[src/tdl_consts.svh]
// Offsets, field positions, opcodes and the reset word for the 3D line setup bank.
// Assumes APB byte addressing with 32-bit aligned registers.
`ifndef TDL_CONSTS_SVH
`define TDL_CONSTS_SVH

`define TDL_ADDR_W          16
`define TDL_OFF_CMD         16'hb100
`define TDL_OFF_GB_DELTA    16'hb144
`define TDL_OFF_AR_DELTA    16'hb148
`define TDL_OFF_GB_START    16'hb14c
`define TDL_OFF_AR_START    16'hb150
`define TDL_OFF_Z_DELTA     16'hb158
`define TDL_OFF_Z_START     16'hb15c
`define TDL_OFF_ENDPOINTS   16'hb16c
`define TDL_OFF_X_DELTA     16'hb170
`define TDL_OFF_X_START     16'hb174
`define TDL_OFF_Y_START     16'hb178
`define TDL_OFF_Y_COUNT     16'hb17c
`define TDL_OFF_STATUS      16'hb180

`define TDL_BIT_AUTO        0
`define TDL_TB_LSB          15
`define TDL_FOG_BIT         17
`define TDL_ABC_LSB         18
`define TDL_ZCMP_LSB        20
`define TDL_ZUP_BIT         23
`define TDL_ZMODE_LSB       24
`define TDL_WRAP_BIT        26
`define TDL_OP_LSB          27
`define TDL_CLASS_BIT       31
`define TDL_DIR_BIT         31
`define TDL_YCNT_W          11
`define TDL_OP_NOP          4'hf
`define TDL_OP_LINE         4'h8
`define TDL_RESET_WORD      32'h0000_0000

`endif

[src/tdl_pkg.sv]
// Types for the 3D line setup bank.
// Assumes nothing beyond the constants header.
package tdl_pkg;

   // Engine sequencing states
   typedef enum logic [1:0] {
      TDL_IDLE = 2'b00,
      TDL_STEP = 2'b01
   } tdl_state_e;

endpackage : tdl_pkg

[src/tdl_line_setup.sv]
// 3D line setup register bank with command decode and line stepping.
// Assumes an APB master on pclk; the pixel pipeline consumes the outputs.
//
// Register access over APB was decided locally.
`timescale 1ns/100ps
`default_nettype none
`include "tdl_consts.svh"

//////////////////////////////////////////////////////////////////////////////
// Summary of operation
// - Texture blend: reflection, modulate, decal, reserved
// - Fog bit enables fog colour blending
// - Alpha blend: off, off, texture, source
// - Three-bit depth test selects compare relation
// - Depth write only when enabled and passing
// - Depth buffer scheme: normal, two mux passes
// - Texture wrap bit enables wrapping
// - Four-bit primitive opcode decode
// - No-operation write leaves auto-execute, draws nothing
// - Top bit is stored only; the class flag output and read-back bit 31 show line busy
// - Blue/green deltas, signed 8.7 halves
// - Red/alpha deltas, signed 8.7 halves
// - Depth delta is signed 16.15
// - X delta is signed 11.20
// - Lines drawn bottom to top from Y start
// - Auto-execute starts line on count write
// - Count register: 11-bit count, direction bit
module tdl_line_setup (
   input  wire logic        pclk,
   input  wire logic        presetn,
   input  wire logic        psel,
   input  wire logic        penable,
   input  wire logic        pwrite,
   input  wire logic [15:0] paddr,
   input  wire logic [31:0] pwdata,
   output var  logic [31:0] prdata,
   output var  logic        pready,
   output var  logic        pslverr,
   output var  logic        line_busy,
   output var  logic        span_left_to_right,
   output var  logic [10:0] span_y,
   output var  logic [31:0] span_x,
   output var  logic [31:0] span_depth,
   output var  logic [63:0] span_colour,
   output var  logic        span_valid,
   output var  logic        span_depth_write_on,
   output var  logic [1:0]  texture_blend_select,
   output var  logic        fog_blend_on,
   output var  logic        alpha_blend_on,
   output var  logic        alpha_blend_source,
   output var  logic [2:0]  depth_test_select,
   output var  logic [1:0]  depth_buffer_scheme,
   output var  logic        texture_wrap_on,
   output var  logic        command_class_flag
);

   //////////////////////////////////////////////////////////////////////////
   // Register storage
   // Start values other than Y start (bits 10:0 only) are kept exactly as written; software keeps the sign
   // bits clear and the engine does not police them.
   logic [31:0]          cmd_reg;
   logic [31:0]          gb_delta_reg;
   logic [31:0]          ar_delta_reg;
   logic [31:0]          gb_start_reg;
   logic [31:0]          ar_start_reg;
   logic [31:0]          z_delta_reg;
   logic [31:0]          z_start_reg;
   logic [31:0]          endpoints_reg;
   logic [31:0]          x_delta_reg;
   logic [31:0]          x_start_reg;
   logic [10:0]          y_start_reg;
   logic [31:0]          y_count_reg;
   logic                 auto_execute_flag_reg;
   logic [10:0]          remain_reg;
   logic [63:0]          colour_acc_reg;
   tdl_pkg::tdl_state_e  state_reg;
   logic                 wr_en;
   logic                 rd_en;
   logic                 hit;
   logic                 start_line;
   logic [31:0]          rd_next;
   logic [3:0]           opcode;
   logic [10:0]          line_count;

   // Access phase qualifies every write; the slave always answers at once
   assign wr_en = psel & penable & pwrite;
   assign rd_en = psel & penable & ~pwrite;
   assign opcode = pwdata[`TDL_OP_LSB +: 4];

   // Count written in the same access comes straight from the bus
   assign line_count = (paddr == `TDL_OFF_Y_COUNT) ?
      pwdata[10:0] : y_count_reg[10:0];

   // count write trigger
   // A direct write of a line command also starts, when auto is off.
   assign start_line = (state_reg == tdl_pkg::TDL_IDLE) && wr_en &&
      ((paddr == `TDL_OFF_Y_COUNT && auto_execute_flag_reg &&
        cmd_reg[`TDL_OP_LSB +: 4] == `TDL_OP_LINE) ||
       (paddr == `TDL_OFF_CMD && !pwdata[`TDL_BIT_AUTO] &&
        opcode == `TDL_OP_LINE));

   //////////////////////////////////////////////////////////////////////////
   // Parameter register writes
   // Writes land whether or not a line is running; the engine copies the
   // start values only at launch, so the host may preload the next line's start values; deltas apply at once.
   // Reserved bits are stored too and read back as written, except Y start keeps only bits 10:0 and Y count reads bits 30:11 as zero.
   always_ff @(posedge pclk or negedge presetn)
   begin
      if (!presetn)
      begin
         gb_delta_reg  <= `TDL_RESET_WORD;
         ar_delta_reg  <= `TDL_RESET_WORD;
         gb_start_reg  <= `TDL_RESET_WORD;
         ar_start_reg  <= `TDL_RESET_WORD;
         z_delta_reg   <= `TDL_RESET_WORD;
         z_start_reg   <= `TDL_RESET_WORD;
         endpoints_reg <= `TDL_RESET_WORD;
         x_delta_reg   <= `TDL_RESET_WORD;
         x_start_reg   <= `TDL_RESET_WORD;
         y_start_reg   <= 11'h000;
         y_count_reg   <= `TDL_RESET_WORD;
      end
      else if (wr_en)
      begin
         case (paddr)
            `TDL_OFF_GB_DELTA:  gb_delta_reg  <= pwdata;
            `TDL_OFF_AR_DELTA:  ar_delta_reg  <= pwdata;
            `TDL_OFF_GB_START:  gb_start_reg  <= pwdata;
            `TDL_OFF_AR_START:  ar_start_reg  <= pwdata;
            `TDL_OFF_Z_DELTA:   z_delta_reg   <= pwdata;
            `TDL_OFF_Z_START:   z_start_reg   <= pwdata;
            `TDL_OFF_ENDPOINTS: endpoints_reg <= pwdata;
            `TDL_OFF_X_DELTA:   x_delta_reg   <= pwdata;
            `TDL_OFF_X_START:   x_start_reg   <= pwdata;
            `TDL_OFF_Y_START:   y_start_reg   <= pwdata[10:0];
            `TDL_OFF_Y_COUNT:   y_count_reg   <= pwdata;
            default:            y_start_reg   <= y_start_reg;
         endcase
      end
   end

   //////////////////////////////////////////////////////////////////////////
   // Command word and auto-execute mode
   // Auto mode survives any number of lines; only a no-op or a command
   // write with the auto bit clear takes the engine out of it.
   always_ff @(posedge pclk or negedge presetn)
   begin
      if (!presetn)
      begin
         cmd_reg               <= `TDL_RESET_WORD;
         auto_execute_flag_reg <= 1'b0;
      end
      else if (wr_en && paddr == `TDL_OFF_CMD)
      begin
         cmd_reg <= pwdata;
         if (opcode == `TDL_OP_NOP)
            auto_execute_flag_reg <= 1'b0;
         else
            auto_execute_flag_reg <= pwdata[`TDL_BIT_AUTO];
      end
   end

   //////////////////////////////////////////////////////////////////////////
   // Line stepping engine; reserved opcodes never start a line
   // One clock per scanline; a count write during a line updates the
   // register but never restarts the engine.
   always_ff @(posedge pclk or negedge presetn)
   begin
      if (!presetn)
      begin
         state_reg      <= tdl_pkg::TDL_IDLE;
         remain_reg     <= 11'h000;
         span_y         <= 11'h000;
         span_x         <= 32'h0000_0000;
         span_depth     <= 32'h0000_0000;
         colour_acc_reg <= 64'h0;
         span_valid     <= 1'b0;
         line_busy      <= 1'b0;
         span_left_to_right <= 1'b0;
      end
      else
      begin
         case (state_reg)
            tdl_pkg::TDL_IDLE:
            begin
               if (start_line)
               begin
                  // First scanline shows the start values unchanged, so
                  // the loaded Y start really is the first line drawn.
                  // A zero count loads and retires without a scanline.
                  remain_reg <= line_count;
                  span_valid <= (line_count != 11'h000);
                  span_left_to_right <= (paddr == `TDL_OFF_Y_COUNT) ?
                     pwdata[`TDL_DIR_BIT] : y_count_reg[`TDL_DIR_BIT];
                  span_y         <= y_start_reg;
                  span_x         <= x_start_reg;
                  span_depth     <= z_start_reg;
                  colour_acc_reg <= {ar_start_reg, gb_start_reg};
                  line_busy      <= 1'b1;
                  state_reg      <= tdl_pkg::TDL_STEP;
               end
               else
               begin
                  span_valid <= 1'b0;
               end
            end
            tdl_pkg::TDL_STEP:
            begin
               // Remain includes the scanline on show; retire after it
               if (remain_reg <= 11'h001)
               begin
                  span_valid <= 1'b0;
                  line_busy  <= 1'b0;
                  state_reg  <= tdl_pkg::TDL_IDLE;
               end
               else
               begin
                  span_valid <= 1'b1;
                  remain_reg <= remain_reg - 11'h001;
                  span_y     <= span_y - 11'h001;
                  span_x     <= span_x + x_delta_reg;
                  span_depth <= span_depth + z_delta_reg;
                  colour_acc_reg[15:0]  <= colour_acc_reg[15:0] +
                     gb_delta_reg[15:0];
                  colour_acc_reg[31:16] <= colour_acc_reg[31:16] +
                     gb_delta_reg[31:16];
                  colour_acc_reg[47:32] <= colour_acc_reg[47:32] +
                     ar_delta_reg[15:0];
                  colour_acc_reg[63:48] <= colour_acc_reg[63:48] +
                     ar_delta_reg[31:16];
               end
            end
            default: state_reg <= tdl_pkg::TDL_IDLE;
         endcase
      end
   end

   //////////////////////////////////////////////////////////////////////////
   // Decoded controls registered for the pixel pipeline
   // The copies lag the command word by one cycle; the pipeline must not
   // use them in the cycle right after a command write.
   always_ff @(posedge pclk or negedge presetn)
   begin
      if (!presetn)
      begin
         texture_blend_select <= 2'h0;
         fog_blend_on         <= 1'b0;
         alpha_blend_on       <= 1'b0;
         alpha_blend_source   <= 1'b0;
         depth_test_select    <= 3'h0;
         depth_buffer_scheme  <= 2'h0;
         texture_wrap_on      <= 1'b0;
         command_class_flag   <= 1'b0;
         span_depth_write_on  <= 1'b0;
         span_colour          <= 64'h0;
      end
      else
      begin
         texture_blend_select <= cmd_reg[`TDL_TB_LSB +: 2];
         fog_blend_on <= cmd_reg[`TDL_FOG_BIT];
         alpha_blend_on     <= cmd_reg[`TDL_ABC_LSB + 1];
         alpha_blend_source <= cmd_reg[`TDL_ABC_LSB];
         depth_test_select <= cmd_reg[`TDL_ZCMP_LSB +: 3];
         span_depth_write_on <= cmd_reg[`TDL_ZUP_BIT] &&
            cmd_reg[`TDL_ZCMP_LSB +: 3] != 3'h0;
         depth_buffer_scheme <= cmd_reg[`TDL_ZMODE_LSB +: 2];
         texture_wrap_on <= cmd_reg[`TDL_WRAP_BIT];
         command_class_flag <= line_busy;
         span_colour <= colour_acc_reg;
      end
   end

   //////////////////////////////////////////////////////////////////////////
   // Read mux; status word shows engine state and remaining count
   // Bit 31 of the command read-back is the busy state, not the stored
   // class bit, so software can poll one word for completion.
   always_comb
   begin
      hit     = 1'b1;
      rd_next = 32'h0000_0000;
      case (paddr)
         `TDL_OFF_CMD:
            rd_next = {line_busy, cmd_reg[30:1], auto_execute_flag_reg};
         `TDL_OFF_GB_DELTA:  rd_next = gb_delta_reg;
         `TDL_OFF_AR_DELTA:  rd_next = ar_delta_reg;
         `TDL_OFF_GB_START:  rd_next = gb_start_reg;
         `TDL_OFF_AR_START:  rd_next = ar_start_reg;
         `TDL_OFF_Z_DELTA:   rd_next = z_delta_reg;
         `TDL_OFF_Z_START:   rd_next = z_start_reg;
         `TDL_OFF_ENDPOINTS: rd_next = endpoints_reg;
         `TDL_OFF_X_DELTA:   rd_next = x_delta_reg;
         `TDL_OFF_X_START:   rd_next = x_start_reg;
         `TDL_OFF_Y_START:   rd_next = {21'h0, y_start_reg};
         `TDL_OFF_Y_COUNT:
            rd_next = {y_count_reg[31], 20'h0, y_count_reg[10:0]};
         `TDL_OFF_STATUS:    rd_next = {20'h0, line_busy, remain_reg};
         default:            hit = 1'b0;
      endcase
   end

   // Zero-wait answer; ready, error and read data are registered from the setup phase
   // Ready comes from the setup phase, so a master that stretches the
   // access phase sees ready drop again; wait states are not supported.
   always_ff @(posedge pclk or negedge presetn)
   begin
      if (!presetn)
      begin
         prdata  <= 32'h0000_0000;
         pslverr <= 1'b0;
         pready  <= 1'b0;
      end
      else
      begin
         pready  <= psel & ~penable;
         pslverr <= psel & ~penable & ~hit;
         prdata  <= (psel & ~penable & ~pwrite) ? rd_next : 32'h0000_0000;
      end
   end

endmodule : tdl_line_setup
`default_nettype wire

[config.mk]
export PLATFORM = sky130hd
export DESIGN_NAME = tdl_line_setup
export DESIGN_NICKNAME = d
export VERILOG_FILES = /design/src/tdl_pkg.sv /design/src/tdl_line_setup.sv
export VERILOG_INCLUDE_DIRS = /design/src /design/src/src
export SDC_FILE = /design/constraint.sdc
export NUM_CORES = 1
export LEC_CHECK = 0
export BUFFER_PORTS_ARGS = -buffer_cell sky130_fd_sc_hd__clkbuf_2
export CAP_MARGIN = 20
export CELL_PAD_IN_SITES_DETAIL_PLACEMENT = 0
export CELL_PAD_IN_SITES_GLOBAL_PLACEMENT = 1
export CORE_MARGIN = 2
export CORE_UTILIZATION = 27
export DETAILED_ROUTE_END_ITERATION = 6
export GPL_TIMING_DRIVEN = 0
export MAX_ROUTING_LAYER = met4
export PLACE_DENSITY = 0.52
export SKIP_LAST_GASP = 1
export SYNTH_ARGS = -nofsm -noshare
export SYNTH_HDL_FRONTEND = slang
export SYNTH_SLANG_ARGS = --single-unit
[constraint.sdc]
create_clock -name pclk -period 2.55 [get_ports pclk]
set_input_delay 0.1275 -clock pclk [delete_from_list [all_inputs] [get_ports pclk]]
set_output_delay 0.1275 -clock pclk [all_outputs]
set_load 0.05 [all_outputs]
# Word level (Yosys, flattened, before mapping)
# Cells that the tools add are included.
[classes] addsub=8 n_lt_le_gt_ge=1 eq_ne=20 muxes=30 n_bitwise=8 n_reduce_logical=30
[op_table] op="$pmux W32 S13" count=1
[op_table] op="$eq A16 B16 Y1 const B" count=13
[op_table] op="$mux W32" count=5
[op_table] op="$mux W64" count=2
[op_table] op="$pmux W32 S2" count=2
[op_table] op="$pmux W64 S2" count=1
[op_table] op="$add A16 B16 Y16" count=4
[op_table] op="$add A32 B32 Y32" count=2
[op_table] op="$mux W11" count=5
[op_table] op="$pmux W11 S2" count=2
[op_table] op="$reduce_and A2 Y1" count=13
[op_table] op="$sub A11 B1 Y11 const B" count=2
[op_table] op="$reduce_or A13 Y1" count=1
[op_table] op="$eq A4 B4 Y1 const B" count=3
[op_table] op="$le A11 B1 Y1 const B" count=1
[op_table] op="$reduce_bool A11 Y1" count=1
[op_table] op="$logic_and A1 B1 Y1" count=8
[op_table] op="$mux W1" count=7
[op_table] op="$ne A2 B2 Y1 const B" count=3
[op_table] op="$reduce_and A3 Y1" count=2
[op_table] op="$and A1 B1 Y1" count=5
[op_table] op="$mux W2" count=2
[op_table] op="$pmux W1 S2" count=2
[op_table] op="$pmux W2 S2" count=1
[op_table] op="7 further kinds" count=9
[totals] register_bits=629 in_bits=53 out_inout_bits=189 word_cells=132

# Depth between registers and ports, before layout
# Gate-level depths: netlist of the first run.
[logic_depth] ltp_word=7 mapped_depth=14 depth_no_buf=12

# Worst setup path before layout of the first run
# No wires, ideal clock.
[synth_path] path_type="register to register" from="reg span_depth[0]" to="reg span_depth[24]" setup_ns=0.142 arrival_ns=2.950 t_required_ns=2.408 path_slack_ns=-0.543 path_stages_with_launch=12 path_buffers=0 period_less_slack_ns=3.093 path_cell_list="dfrtp_1 ha_1 fa_1 a21o_1 a31oi_1 o21ai_1 a21oi_2 o31ai_1 o21a_1 a221o_1 a2111oi_0 a311oi_1"
[synth_between] elab_chain_len=3
[synth_rtl] item="start, declared" line_no="tdl_line_setup.sv:43" text="output var logic [31:0] span_depth,"
[synth_rtl] item="start signal, assigned" line_no="tdl_line_setup.sv:197" text="span_depth <= z_start_reg;"
[synth_rtl] item="start signal, assigned" line_no="tdl_line_setup.sv:222" text="span_depth <= span_depth + z_delta_reg;"
[synth_rtl] item="$add A32 B32 Y32" line_no="tdl_line_setup.sv:222"
[synth_rtl] item="$mux W32" line_no="tdl_line_setup.sv:210" text="if (remain_reg <= 11'h001)"
[synth_rtl] item="$pmux W32 S2" line_no="tdl_line_setup.sv:183" text="case (state_reg)"
# Every way passes these cells. The select of a mux whose other input is x is not followed.
# A chain may end at the register's enable or synchronous reset.

# Worst setup path in the final report of the first run
[layout_path] from="reg z_delta_reg[0]" to="reg span_depth[24]"
[layout_between] elab_chain_len=3
[layout_rtl] item="start, declared" line_no="tdl_line_setup.sv:66" text="logic [31:0] z_delta_reg;"
[layout_rtl] item="start signal, assigned" line_no="tdl_line_setup.sv:115" text="z_delta_reg <= `TDL_RESET_WORD;"
[layout_rtl] item="start signal, assigned" line_no="tdl_line_setup.sv:130" text="`TDL_OFF_Z_DELTA: z_delta_reg <= pwdata;"
[layout_rtl] item="$add A32 B32 Y32" line_no="tdl_line_setup.sv:222"
[layout_rtl] item="$mux W32" line_no="tdl_line_setup.sv:210"
[layout_rtl] item="$pmux W32 S2" line_no="tdl_line_setup.sv:183"
# Every way passes these cells. The select of a mux whose other input is x is not followed.

==> flow_metrics.env, run 1 <==
export IMPL_areaGrowthSynthToFinish_pct=29.0
export IMPL_min_period_over_period=1.16
export IMPL_drc=0
export IMPL_post_drt_wl_per_cell_um=30.0
export IMPL_hold_ws_ns=0.0235
export IMPL_grt_pass1_wl_um=200000
export IMPL_max_slew_margin=0.300
export IMPL_final_cell_mix="dfrtp_1, mux2_2, clkbuf_2"
export IMPL_io_buffers=238
export IMPL_overflow=0
export IMPL_cts_tree="built"
export IMPL_cts_clk_slew_worst_paths_ns=0.06
export IMPL_nNetsFinal=3421
export IMPL_sequentialPowerShare=0.452
export IMPL_swShare=0.228
export IMPL_p_per_area_mw_per_mm2=531
export IMPL_p_total_mw=21.3
export IMPL_cts_made_buffers=75
export IMPL_drtAntennaViolNets=0
export IMPL_hold_violations=0
export IMPL_first_iter_violations=2459
export IMPL_critPathCaptureType="flip-flop"
export IMPL_critPathRequiredTime_ns=3.06
export IMPL_via_per_inst=5.31
export IMPL_drv_slew=0
export IMPL_globalplace_congestion=0.929
export IMPL_rsz0062_at_grt="true"
export IMPL_coreArea_mm2=0.114
export IMPL_crit_arrival_ns=3.46
export IMPL_maxCapViolations=0
export IMPL_stdcell_area_mm2=0.0400
export IMPL_io_pins=242
export IMPL_synthCells=2784
export IMPL_p_leak_nw=18.5
export IMPL_syn_area_mm2=0.0310
export IMPL_critPathKind="flip-flop to flip-flop"
export IMPL_p_clk_frac=0.523
export IMPL_antenna_found_initial=14
export IMPL_clkLatencyLatePin_ns=0.66
export IMPL_first_pass_iters=6
export IMPL_grt_pass1_vias=25100
export IMPL_wl_um=144000
export IMPL_fmax_mhz=339
export IMPL_clockRootBuffer="clkbuf_16"
export IMPL_start_util=0.272
export IMPL_place_area_mm2=0.0347
export IMPL_finalWorstPathRequiredPeriod_ns=2.95
export IMPL_status="complete, but fails checks"
export IMPL_grt_usage=0.248
export IMPL_internal_power_mw=16.4
export IMPL_fin_skew_ns=0.0299
export IMPL_dieWidth_um=343
export IMPL_ys_seq_area_frac=0.488
export IMPL_cts_sinks=606
export IMPL_yosysWarnings=0
export IMPL_syn_nets=2968
export IMPL_synth_edf_count=0
export IMPL_seq_area_mm2=0.0152
export IMPL_htree_levels=3
export IMPL_tightest_slew_ns=1.04
export IMPL_clock_path_buffers=3
export IMPL_startpoint_type="flip-flop"
export IMPL_worst_slack_ns=-0.401
export IMPL_path_max_fanout=2
export IMPL_power_frac_comb=0.024
export IMPL_rows=124
export IMPL_synth_seq_cells=606
export IMPL_ys_types=83
export IMPL_grt_max_degree=105
export IMPL_mostFrequentLayoutCell="dfrtp_1"
export IMPL_failed_checks="negative setup slack"
export IMPL_vias=25600
export IMPL_p_sw_mw=4.84
export IMPL_ys_flop_type="dfrtp_1"
export IMPL_multiInputGateArea_mm2=0.0166
export IMPL_final_core_util=0.351
export IMPL_setup_viol_count_final=42
export IMPL_min_path_type="input pin to flip-flop"
export IMPL_dpl_hpwl_um=108000
export IMPL_fill_cells=11700
export IMPL_avgSynthCellArea_um2=11.2
export IMPL_drive_gt1_frac=0.367
export IMPL_async_flop_share=1.00
export IMPL_die_y_um=343
export IMPL_vdd_drop_max_mv=0.407
export IMPL_die_area_mm2=0.118
stage by stage:
| step | setup slack [ns] | cells | setup TNS, ns |
|---|---|---|---|
| floorplan | -0.199 | 2784 | -0.570 |
| global placement | -15.59 | 4534 | -9018.48 |
| detailed placement | -1.66 | 4552 | -342.48 |
| CTS | -0.451 | 4782 | -6.11 |
| global route | -0.474 | 4811 | -10.38 |
| finish | -0.401 | 4815 | -6.53 |
layer usage:
metal  vias to the layer above  track usage  routed length, um
met5                         -            -                  0
met4                         0       0.0708               4010
met3                       154       0.0376               9120
met2                       815        0.377              65500
met1                     13300        0.342              65800
li1                      11300            -                  -
synth_stat cells, types with 10 or more instances:
cell / n / share of area
a211oi_1: 11 / 0.0027
a21o_1: 51 / 0.012
a21oi_1: 163 / 0.026
a221oi_1: 71 / 0.020
a22o_1: 56 / 0.016
a22oi_1: 42 / 0.010
a31oi_1: 40 / 0.0081
and2_1: 14 / 0.0028
and3_1: 31 / 0.0062
buf_1: 21 / 0.0025
buf_2: 53 / 0.0085
clkbuf_1: 91 / 0.011
dfrtp_1: 606 / 0.49
ha_1: 125 / 0.050
inv_1: 37 / 0.0045
mux2_2: 336 / 0.12
mux2i_1: 91 / 0.029
nand2_1: 196 / 0.024
nand2b_1: 12 / 0.0024
nand3_1: 56 / 0.0090
nand3b_1: 11 / 0.0027
nand4_1: 15 / 0.0030
nor2_1: 123 / 0.015
nor2b_1: 12 / 0.0024
nor3_1: 45 / 0.0073
nor3b_1: 12 / 0.0029
o211ai_1: 24 / 0.0058
o21a_1: 12 / 0.0029
o21ai_0: 157 / 0.025
o21bai_1: 15 / 0.0036
o22ai_1: 10 / 0.0020
or3_1: 17 / 0.0034
xnor2_1: 67 / 0.019
xor2_1: 30 / 0.0085
layout make-up:
cell class	count	area share
antenna	9	0.000562
sequential	606	0.381
clock buffer	113	0.0552
multi-input combinational	1970	0.415
clock inverter	21	0.00737
buffer	162	0.0238
inverter	39	0.00381
timing repair buffer	383	0.0667
tap	1512	0.0472
power groups by stage:
stage,Sequential (mW),Combinational [mW],Clock [mW]
6_report,9.62,0.516,11.1
5_1_grt,9.62,0.571,11.7
4_1_cts,9.62,0.523,11.3
3_5_place_dp,9.80,0.475,0
3_3_place_gp,9.81,0.443,0
2_1_floorplan,9.81,0.0666,0
cell families after synthesis:
group           after synthesis  share of synthesized area
compound gates              736                      0.159
flops                       606                      0.488
simple gates                573                     0.0894
mux                         433                      0.153
buf+inv                     208                     0.0281
fa+ha+maj                   131                     0.0542
xor+xnor                     97                     0.0274
final timing paths:
path                                    start                  to  slack [ns]  cells past startpoint
min reg2reg                colour_acc_reg[58]     span_colour[58]        0.41                      0
max in group asynchronous             presetn  colour_acc_reg[17]        0.99                      4
max                            z_delta_reg[0]      span_depth[24]       -0.40                     11
max reg2reg                    z_delta_reg[0]      span_depth[24]       -0.40                     11
min                                    pwrite           prdata[6]        0.02                      4
min in group asynchronous             presetn           span_x[4]        0.03                      2
worst max-delay path, cell delays in order, from the launching register on:
cell and delay, ns:
dfrtp_2 0.47, ha_4 0.20, fa_2 0.35, a21o_1 0.21
a31oi_2 0.17, o21ai_2 0.13, a21oi_4 0.21, o31ai_4 0.09
o21a_1 0.24, a221o_1 0.37, a2111oi_2 0.32, a311oi_1 0.07
timing repair:
action                                 CTS  global route
pin swaps                               96            99
cloned                                   0             1
hold buffers                            34             0
buffers inserted                        65            29
resized for setup                      320           156
setup endpoints to repair              225           193
endpoints found under the hold margin  280             0
No activity file was read; power rests on OpenSTA's default activity.
==> run 2: changes to the inputs <==
--- a/config.mk
+++ b/config.mk
@@ -15,7 +15,7 @@
 export DETAILED_ROUTE_END_ITERATION = 6
 export GPL_TIMING_DRIVEN = 0
 export MAX_ROUTING_LAYER = met4
-export PLACE_DENSITY = 0.52
+export PLACE_DENSITY = 0.51
 export SKIP_LAST_GASP = 1
 export SYNTH_ARGS = -nofsm -noshare
 export SYNTH_HDL_FRONTEND = slang
==> constraint.sdc (replaced) <==
create_clock -name pclk -period 3.5 [get_ports pclk]
set_input_delay 0.175 -clock pclk [delete_from_list [all_inputs] [get_ports pclk]]
set_output_delay 0.175 -clock pclk [all_outputs]
set_load 0.05 [all_outputs]
==> run 2 against run 1 <==
Effect of this change:
- the flow now finishes without violations
- core utilization down 2.3 points
- register-to-register slack better by 0.46 ns
- critical path depth down 2
- critical path type is now input pin to flip-flop
- critical endpoint is now prdata[31]
- highest routed layer unchanged
==> flow_metrics.env, run 2 (synthesis gave the netlist of run 1 again) <==
export IMPL_die_y_um=343
export IMPL_grt_max_degree=101
export IMPL_htree_levels=3
export IMPL_final_core_util=0.328
export IMPL_p_sw_mw=3.56
export IMPL_critPathRequiredTime_ns=3.97
export IMPL_mostFrequentLayoutCell="dfrtp_1"
export IMPL_clock_path_buffers=3
export IMPL_first_pass_iters=6
export IMPL_internal_power_mw=11.8
export IMPL_drive_gt1_frac=0.259
export IMPL_crit_arrival_ns=3.97
export IMPL_critPathSlowestCell="clkbuf_1"
export IMPL_maxCapViolations=0
export IMPL_path_max_fanout=10
export IMPL_path_cells="clkbuf_2 -> nor4b_4 -> nand4_1 -> or2_1 -> buf_2 -> nor2_1 -> clkbuf_1 -> a222oi_1 -> a41oi_1"
export IMPL_max_stage_delay_ns=0.93
export IMPL_dp_cells=4559
export IMPL_io_buffers=238
export IMPL_rsz0062_at_grt="true"
export IMPL_vias=25000
export IMPL_areaGrowthSynthToFinish_pct=20.5
export IMPL_power_frac_comb=0.024
export IMPL_fin_skew_ns=0.0389
export IMPL_hold_violations=0
export IMPL_fmax_mhz=286
export IMPL_max_slew_margin=0.196
export IMPL_swShare=0.233
export IMPL_min_path_type="input pin to flip-flop"
export IMPL_drv_slew=0
export IMPL_cts_sinks=606
export IMPL_tightest_slew_ns=1.20
export IMPL_clockRootBuffer="clkbuf_16"
export IMPL_critPathKind="input pin to flip-flop"
export IMPL_pre_cts_ws_ns=-0.841
export IMPL_final_cells=4732
export IMPL_worst_path_buf_inv=3
export IMPL_io_pins=242
export IMPL_die_area_mm2=0.118
export IMPL_finalWorstPathRequiredPeriod_ns=3.50
export IMPL_cts_clk_slew_worst_paths_ns=0.06
export IMPL_hold_ws_ns=0.0182
export IMPL_drc=0
export IMPL_holdPathStages=4
export IMPL_first_iter_violations=2633
export IMPL_ff2ff_path_depth=9
export IMPL_sequentialPowerShare=0.458
export IMPL_grt_usage=0.250
export IMPL_place_area_mm2=0.0346
export IMPL_worst_slack_ns=0.000895
export IMPL_status="completed"
export IMPL_p_clk_frac=0.518
export IMPL_start_util=0.272
export IMPL_tns_ns=0
export IMPL_clkLatencyLatePin_ns=0.66
export IMPL_drtAntennaViolNets=0
export IMPL_cp_depth=9
export IMPL_via_per_inst=5.29
export IMPL_overflow=0
export IMPL_rows=124
export IMPL_globalplace_congestion=0.925
export IMPL_dpl_hpwl_um=109000
export IMPL_setup_viol_count_final=0
export IMPL_cts_tree="built"
export IMPL_cts_made_buffers=76
export IMPL_p_per_area_mw_per_mm2=410
export IMPL_min_period_over_period=1.00
export IMPL_cp_top_family="simple AND/OR/NAND/NOR gates"
export IMPL_vdd_drop_max_mv=0.299
export IMPL_antenna_found_initial=22
export IMPL_critPathCaptureType="flip-flop"
export IMPL_coreArea_mm2=0.114
export IMPL_p_leak_nw=17.8
export IMPL_grt_pass1_wl_um=199000
export IMPL_p_total_mw=15.3
export IMPL_grt_pass1_vias=24700
export IMPL_post_drt_wl_per_cell_um=30.4
export IMPL_final_cell_mix="dfrtp_1, mux2_2, clkbuf_2"
export IMPL_wl_um=144000
export IMPL_startpoint_type="input pin"
export IMPL_dieWidth_um=343
export IMPL_nNetsFinal=3336
export IMPL_stdcell_area_mm2=0.0374
[run 2: changes by cell type in the layout (fill, tap and decap cells not counted), sizes merged]
cell / delta
buf: -81
bufinv: -4
clkbuf: +3
clkinv: +9
clkinvlp: -1
diode: +1
dlygate4sd3: -9
inv: -1
[run 2: path summary, 6_finish.rpt]
| check | startpoint | slack, ns | endpoint |
|---|---|---|---|
| worst max-delay path | paddr[9] | 0.0009 | prdata[31] |
| worst min-delay path | pwdata[27] | 0.02 | auto_execute_flag_reg |
| worst max register to register | z_delta_reg[6] | 0.06 | span_depth[27] |
| worst min register to register | cmd_reg[25] | 0.40 | depth_buffer_scheme[1] |
| max in group asynchronous | presetn | 1.94 | z_start_reg[23] |
| min in group asynchronous | presetn | 0.12 | span_y[5] |
[run 2: timing repair]
| item | 4_1_cts | 5_1_grt |
|---|---|---|
| gates resized for setup | 18 | 13 |
| hold buffers | 25 | 0 |
| pin swaps | 1 | 3 |
| endpoints found under the setup margin | 135 | 94 |
| setup buffers | 1 | 1 |
| hold endpoints to repair | 168 | 0 |
[run 2: final cells by class]
class,instances,area [um2]
Clock inverter,24,221
Sequential cell,606,15200
Clock buffer,112,2250
Antenna cell,10,25.0
Fill cell,11900,76800
Tap cell,1512,1890
Buffer,168,748
Inverter,39,149
Timing Repair Buffer,291,1880
Multi-Input combinational cell,1970,15100
[run 2: power by group through the flow]
| stage | registers, mW | clock network, mW | logic [mW] |
|---|---|---|---|
| floorplan | 7.14 | 0 | 0.0485 |
| global placement | 7.15 | 0 | 0.327 |
| detailed placement | 7.14 | 0 | 0.352 |
| CTS | 7.01 | 8.12 | 0.377 |
| global route | 7.01 | 8.43 | 0.406 |
| finish | 7.01 | 7.94 | 0.369 |
[run 2: worst reg2reg max path, stage by stage, from the launching register on]
cell,delay (ns)
dfrtp_1,0.47
ha_1,0.35
o21ai_0,0.14
a21boi_0,0.51
or4b_1,0.61
a21boi_2,0.32
o21ai_0,0.20
o2111ai_1,0.34
mux2i_1,0.12
a211o_1,0.30
[run 2: routing by layer]
layer / GRT usage / up-vias / part of all wire / wire [um]
li1: - / 11100 / - / -
met1: 0.338 / 12900 / 0.46 / 65700
met2: 0.359 / 818 / 0.43 / 62200
met3: 0.0634 / 200 / 0.075 / 10800
met4: 0.0921 / 0 / 0.036 / 5190
met5: - / - / 0 / 0
==> run 3: changes to the inputs <==
--- a/config.mk
+++ b/config.mk
@@ -20,3 +20,4 @@
 export SYNTH_ARGS = -nofsm -noshare
 export SYNTH_HDL_FRONTEND = slang
 export SYNTH_SLANG_ARGS = --single-unit
+export TNS_END_PERCENT = 1
==> constraint.sdc (replaced) <==
create_clock -name pclk -period 3.9 [get_ports pclk]
set_input_delay 0.195 -clock pclk [delete_from_list [all_inputs] [get_ports pclk]]
set_output_delay 0.195 -clock pclk [all_outputs]
set_load 0.05 [all_outputs]
==> run 3 against run 2 <==
Effect of this change:
- die area unchanged
- largest power group unchanged
- via count down 0.17%
- largest cell class unchanged
- combinational power down 11%
- register-to-register slack worse by 0.18 ns
- the flow now finishes with violations (negative setup slack)
==> flow_metrics.env, run 3 (synthesis gave the netlist of run 1 again) <==
export IMPL_vdd_drop_max_mv=0.269
export IMPL_startpoint_type="flip-flop"
export IMPL_p_total_mw=13.8
export IMPL_drive_gt1_frac=0.253
export IMPL_cts_made_buffers=76
export IMPL_grt_pass1_vias=24700
export IMPL_globalplace_congestion=0.925
export IMPL_p_per_area_mw_per_mm2=369
export IMPL_finalWorstPathRequiredPeriod_ns=4.02
export IMPL_dpl_hpwl_um=109000
export IMPL_worst_slack_ns=-0.124
export IMPL_htree_levels=3
export IMPL_grt_pass1_wl_um=199000
export IMPL_reg2reg_from="remain_reg[3]"
export IMPL_first_iter_violations=2542
export IMPL_fill_cells=11900
export IMPL_tightest_slew_ns=1.25
export IMPL_wl_um=144000
export IMPL_rows=124
export IMPL_final_cell_mix="dfrtp_1, mux2_2, clkbuf_2"
export IMPL_critPathRequiredTime_ns=4.35
export IMPL_clockRootBuffer="clkbuf_16"
export IMPL_areaGrowthSynthToFinish_pct=20.2
export IMPL_grt_max_degree=101
export IMPL_path_max_fanout=10
export IMPL_drc=0
export IMPL_tns_ns=-0.975
export IMPL_critPathCaptureType="flip-flop"
export IMPL_pre_cts_ws_ns=-0.441
export IMPL_clock_path_buffers=3
export IMPL_cts_clk_slew_worst_paths_ns=0.06
export IMPL_p_leak_nw=17.7
export IMPL_nNetsFinal=3334
export IMPL_min_from="pwdata[27]"
export IMPL_hold_violations=0
export IMPL_min_period_over_period=1.03
export IMPL_start_util=0.272
export IMPL_final_core_util=0.327
export IMPL_io_buffers=238
export IMPL_cp_startpoint="remain_reg[3]"
export IMPL_first_pass_iters=5
export IMPL_min_path_type="input pin to flip-flop"
export IMPL_setup_viol_count_final=20
export IMPL_dieWidth_um=343
export IMPL_max_slew_margin=0.169
export IMPL_failed_checks="negative setup slack"
export IMPL_drv_slew=0
export IMPL_drtAntennaViolNets=0
export IMPL_status="complete, but fails checks"
export IMPL_critPathKind="flip-flop to flip-flop"
export IMPL_coreArea_mm2=0.114
export IMPL_antenna_found_initial=22
export IMPL_vias=25000
export IMPL_cts_tree="built"
export IMPL_post_drt_wl_per_cell_um=30.4
export IMPL_overflow=0
export IMPL_die_y_um=343
export IMPL_via_per_inst=5.28
export IMPL_rsz0062_at_grt="true"
export IMPL_mostFrequentLayoutCell="dfrtp_1"
export IMPL_clkLatencyLatePin_ns=0.66
export IMPL_grt_usage=0.250
export IMPL_die_area_mm2=0.118
export IMPL_fin_skew_ns=0.0436
export IMPL_crit_arrival_ns=4.48
export IMPL_io_pins=242
export IMPL_fmax_mhz=248
export IMPL_cts_sinks=606
export IMPL_hold_ws_ns=0.0406
export IMPL_maxCapViolations=0
[run 3: cell count changes in the layout (fill, tap and decap cells not counted), sizes merged]
| cell | before | now |
|---|---|---|
| dlygate4sd3 | 25 | 24 |
| diode | 10 | 11 |
| buf | 106 | 103 |
| clkbuf | 440 | 442 |
[run 3: final timing paths]
check	endpoint	slack, ns	cells after the start
worst max-delay path	span_y[1]	-0.12	8
worst min-delay path	auto_execute_flag_reg	0.04	4
worst max register to register	span_y[1]	-0.12	8
worst min register to register	depth_buffer_scheme[1]	0.40	0
max in group asynchronous	colour_acc_reg[22]	2.31	4
min in group asynchronous	span_y[5]	0.14	2
[run 3: per-layer routing]
layer,GRT usage,vias to the layer above,part of all wire
met2,0.358,851,0.43
met4,0.0939,0,0.036
li1,-,11100,-
met1,0.338,12800,0.45
met3,0.0634,190,0.082
met5,-,-,0
[run 3: timing repair]
action | in CTS | in global routing
endpoints found under the setup margin | 43 | 77
hold buffers | 24 | 0
setup buffers | 0 | 0
hold endpoints to repair | 149 | 0
gates resized for setup | 2 | 2
[run 3: where the power goes]
part / leakage (nW) / switching, mW / internal [mW] / total (mW)
logic: 8.14 / 0.260 / 0.0697 / 0.330
clock network: 1.22 / 2.94 / 4.19 / 7.13
registers: 8.37 / 0.00113 / 6.29 / 6.29
total: 17.7 / 3.20 / 10.6 / 13.8
[run 3: area by class of cell]
cell class | count | area [um2] | area share
inverters | 39 | 149 | 0.00399
clock inverters | 24 | 221 | 0.00593
repair buffers | 288 | 1850 | 0.0497
multi-input cells | 1970 | 15000 | 0.402
diodes | 11 | 27.5 | 0.000738
well taps | 1512 | 1890 | 0.0507
flip-flops and latches | 606 | 15200 | 0.406
plain buffers | 169 | 737 | 0.0197
clock buffers | 112 | 2250 | 0.0603
[run 3: critical path, cell delays in order (launching register included)]
cell and delay [ns]:
dfrtp_1 0.46, nor4_2 0.42, o2111ai_1 0.56, and2_1 0.37, clkbuf_1 0.23, nor2_2 0.46
buf_6 0.25, clkbuf_1 0.85, o21ai_0 0.24
[run 3: per-stage QoR]
step                      instance area [um2]  std cells
after CTS                               37300       4719
after global placement                  34100       4534
final                                   37300       4731
after detailed placement                34600       4559
after global routing                    37300       4726
after floorplan                         31000       2784
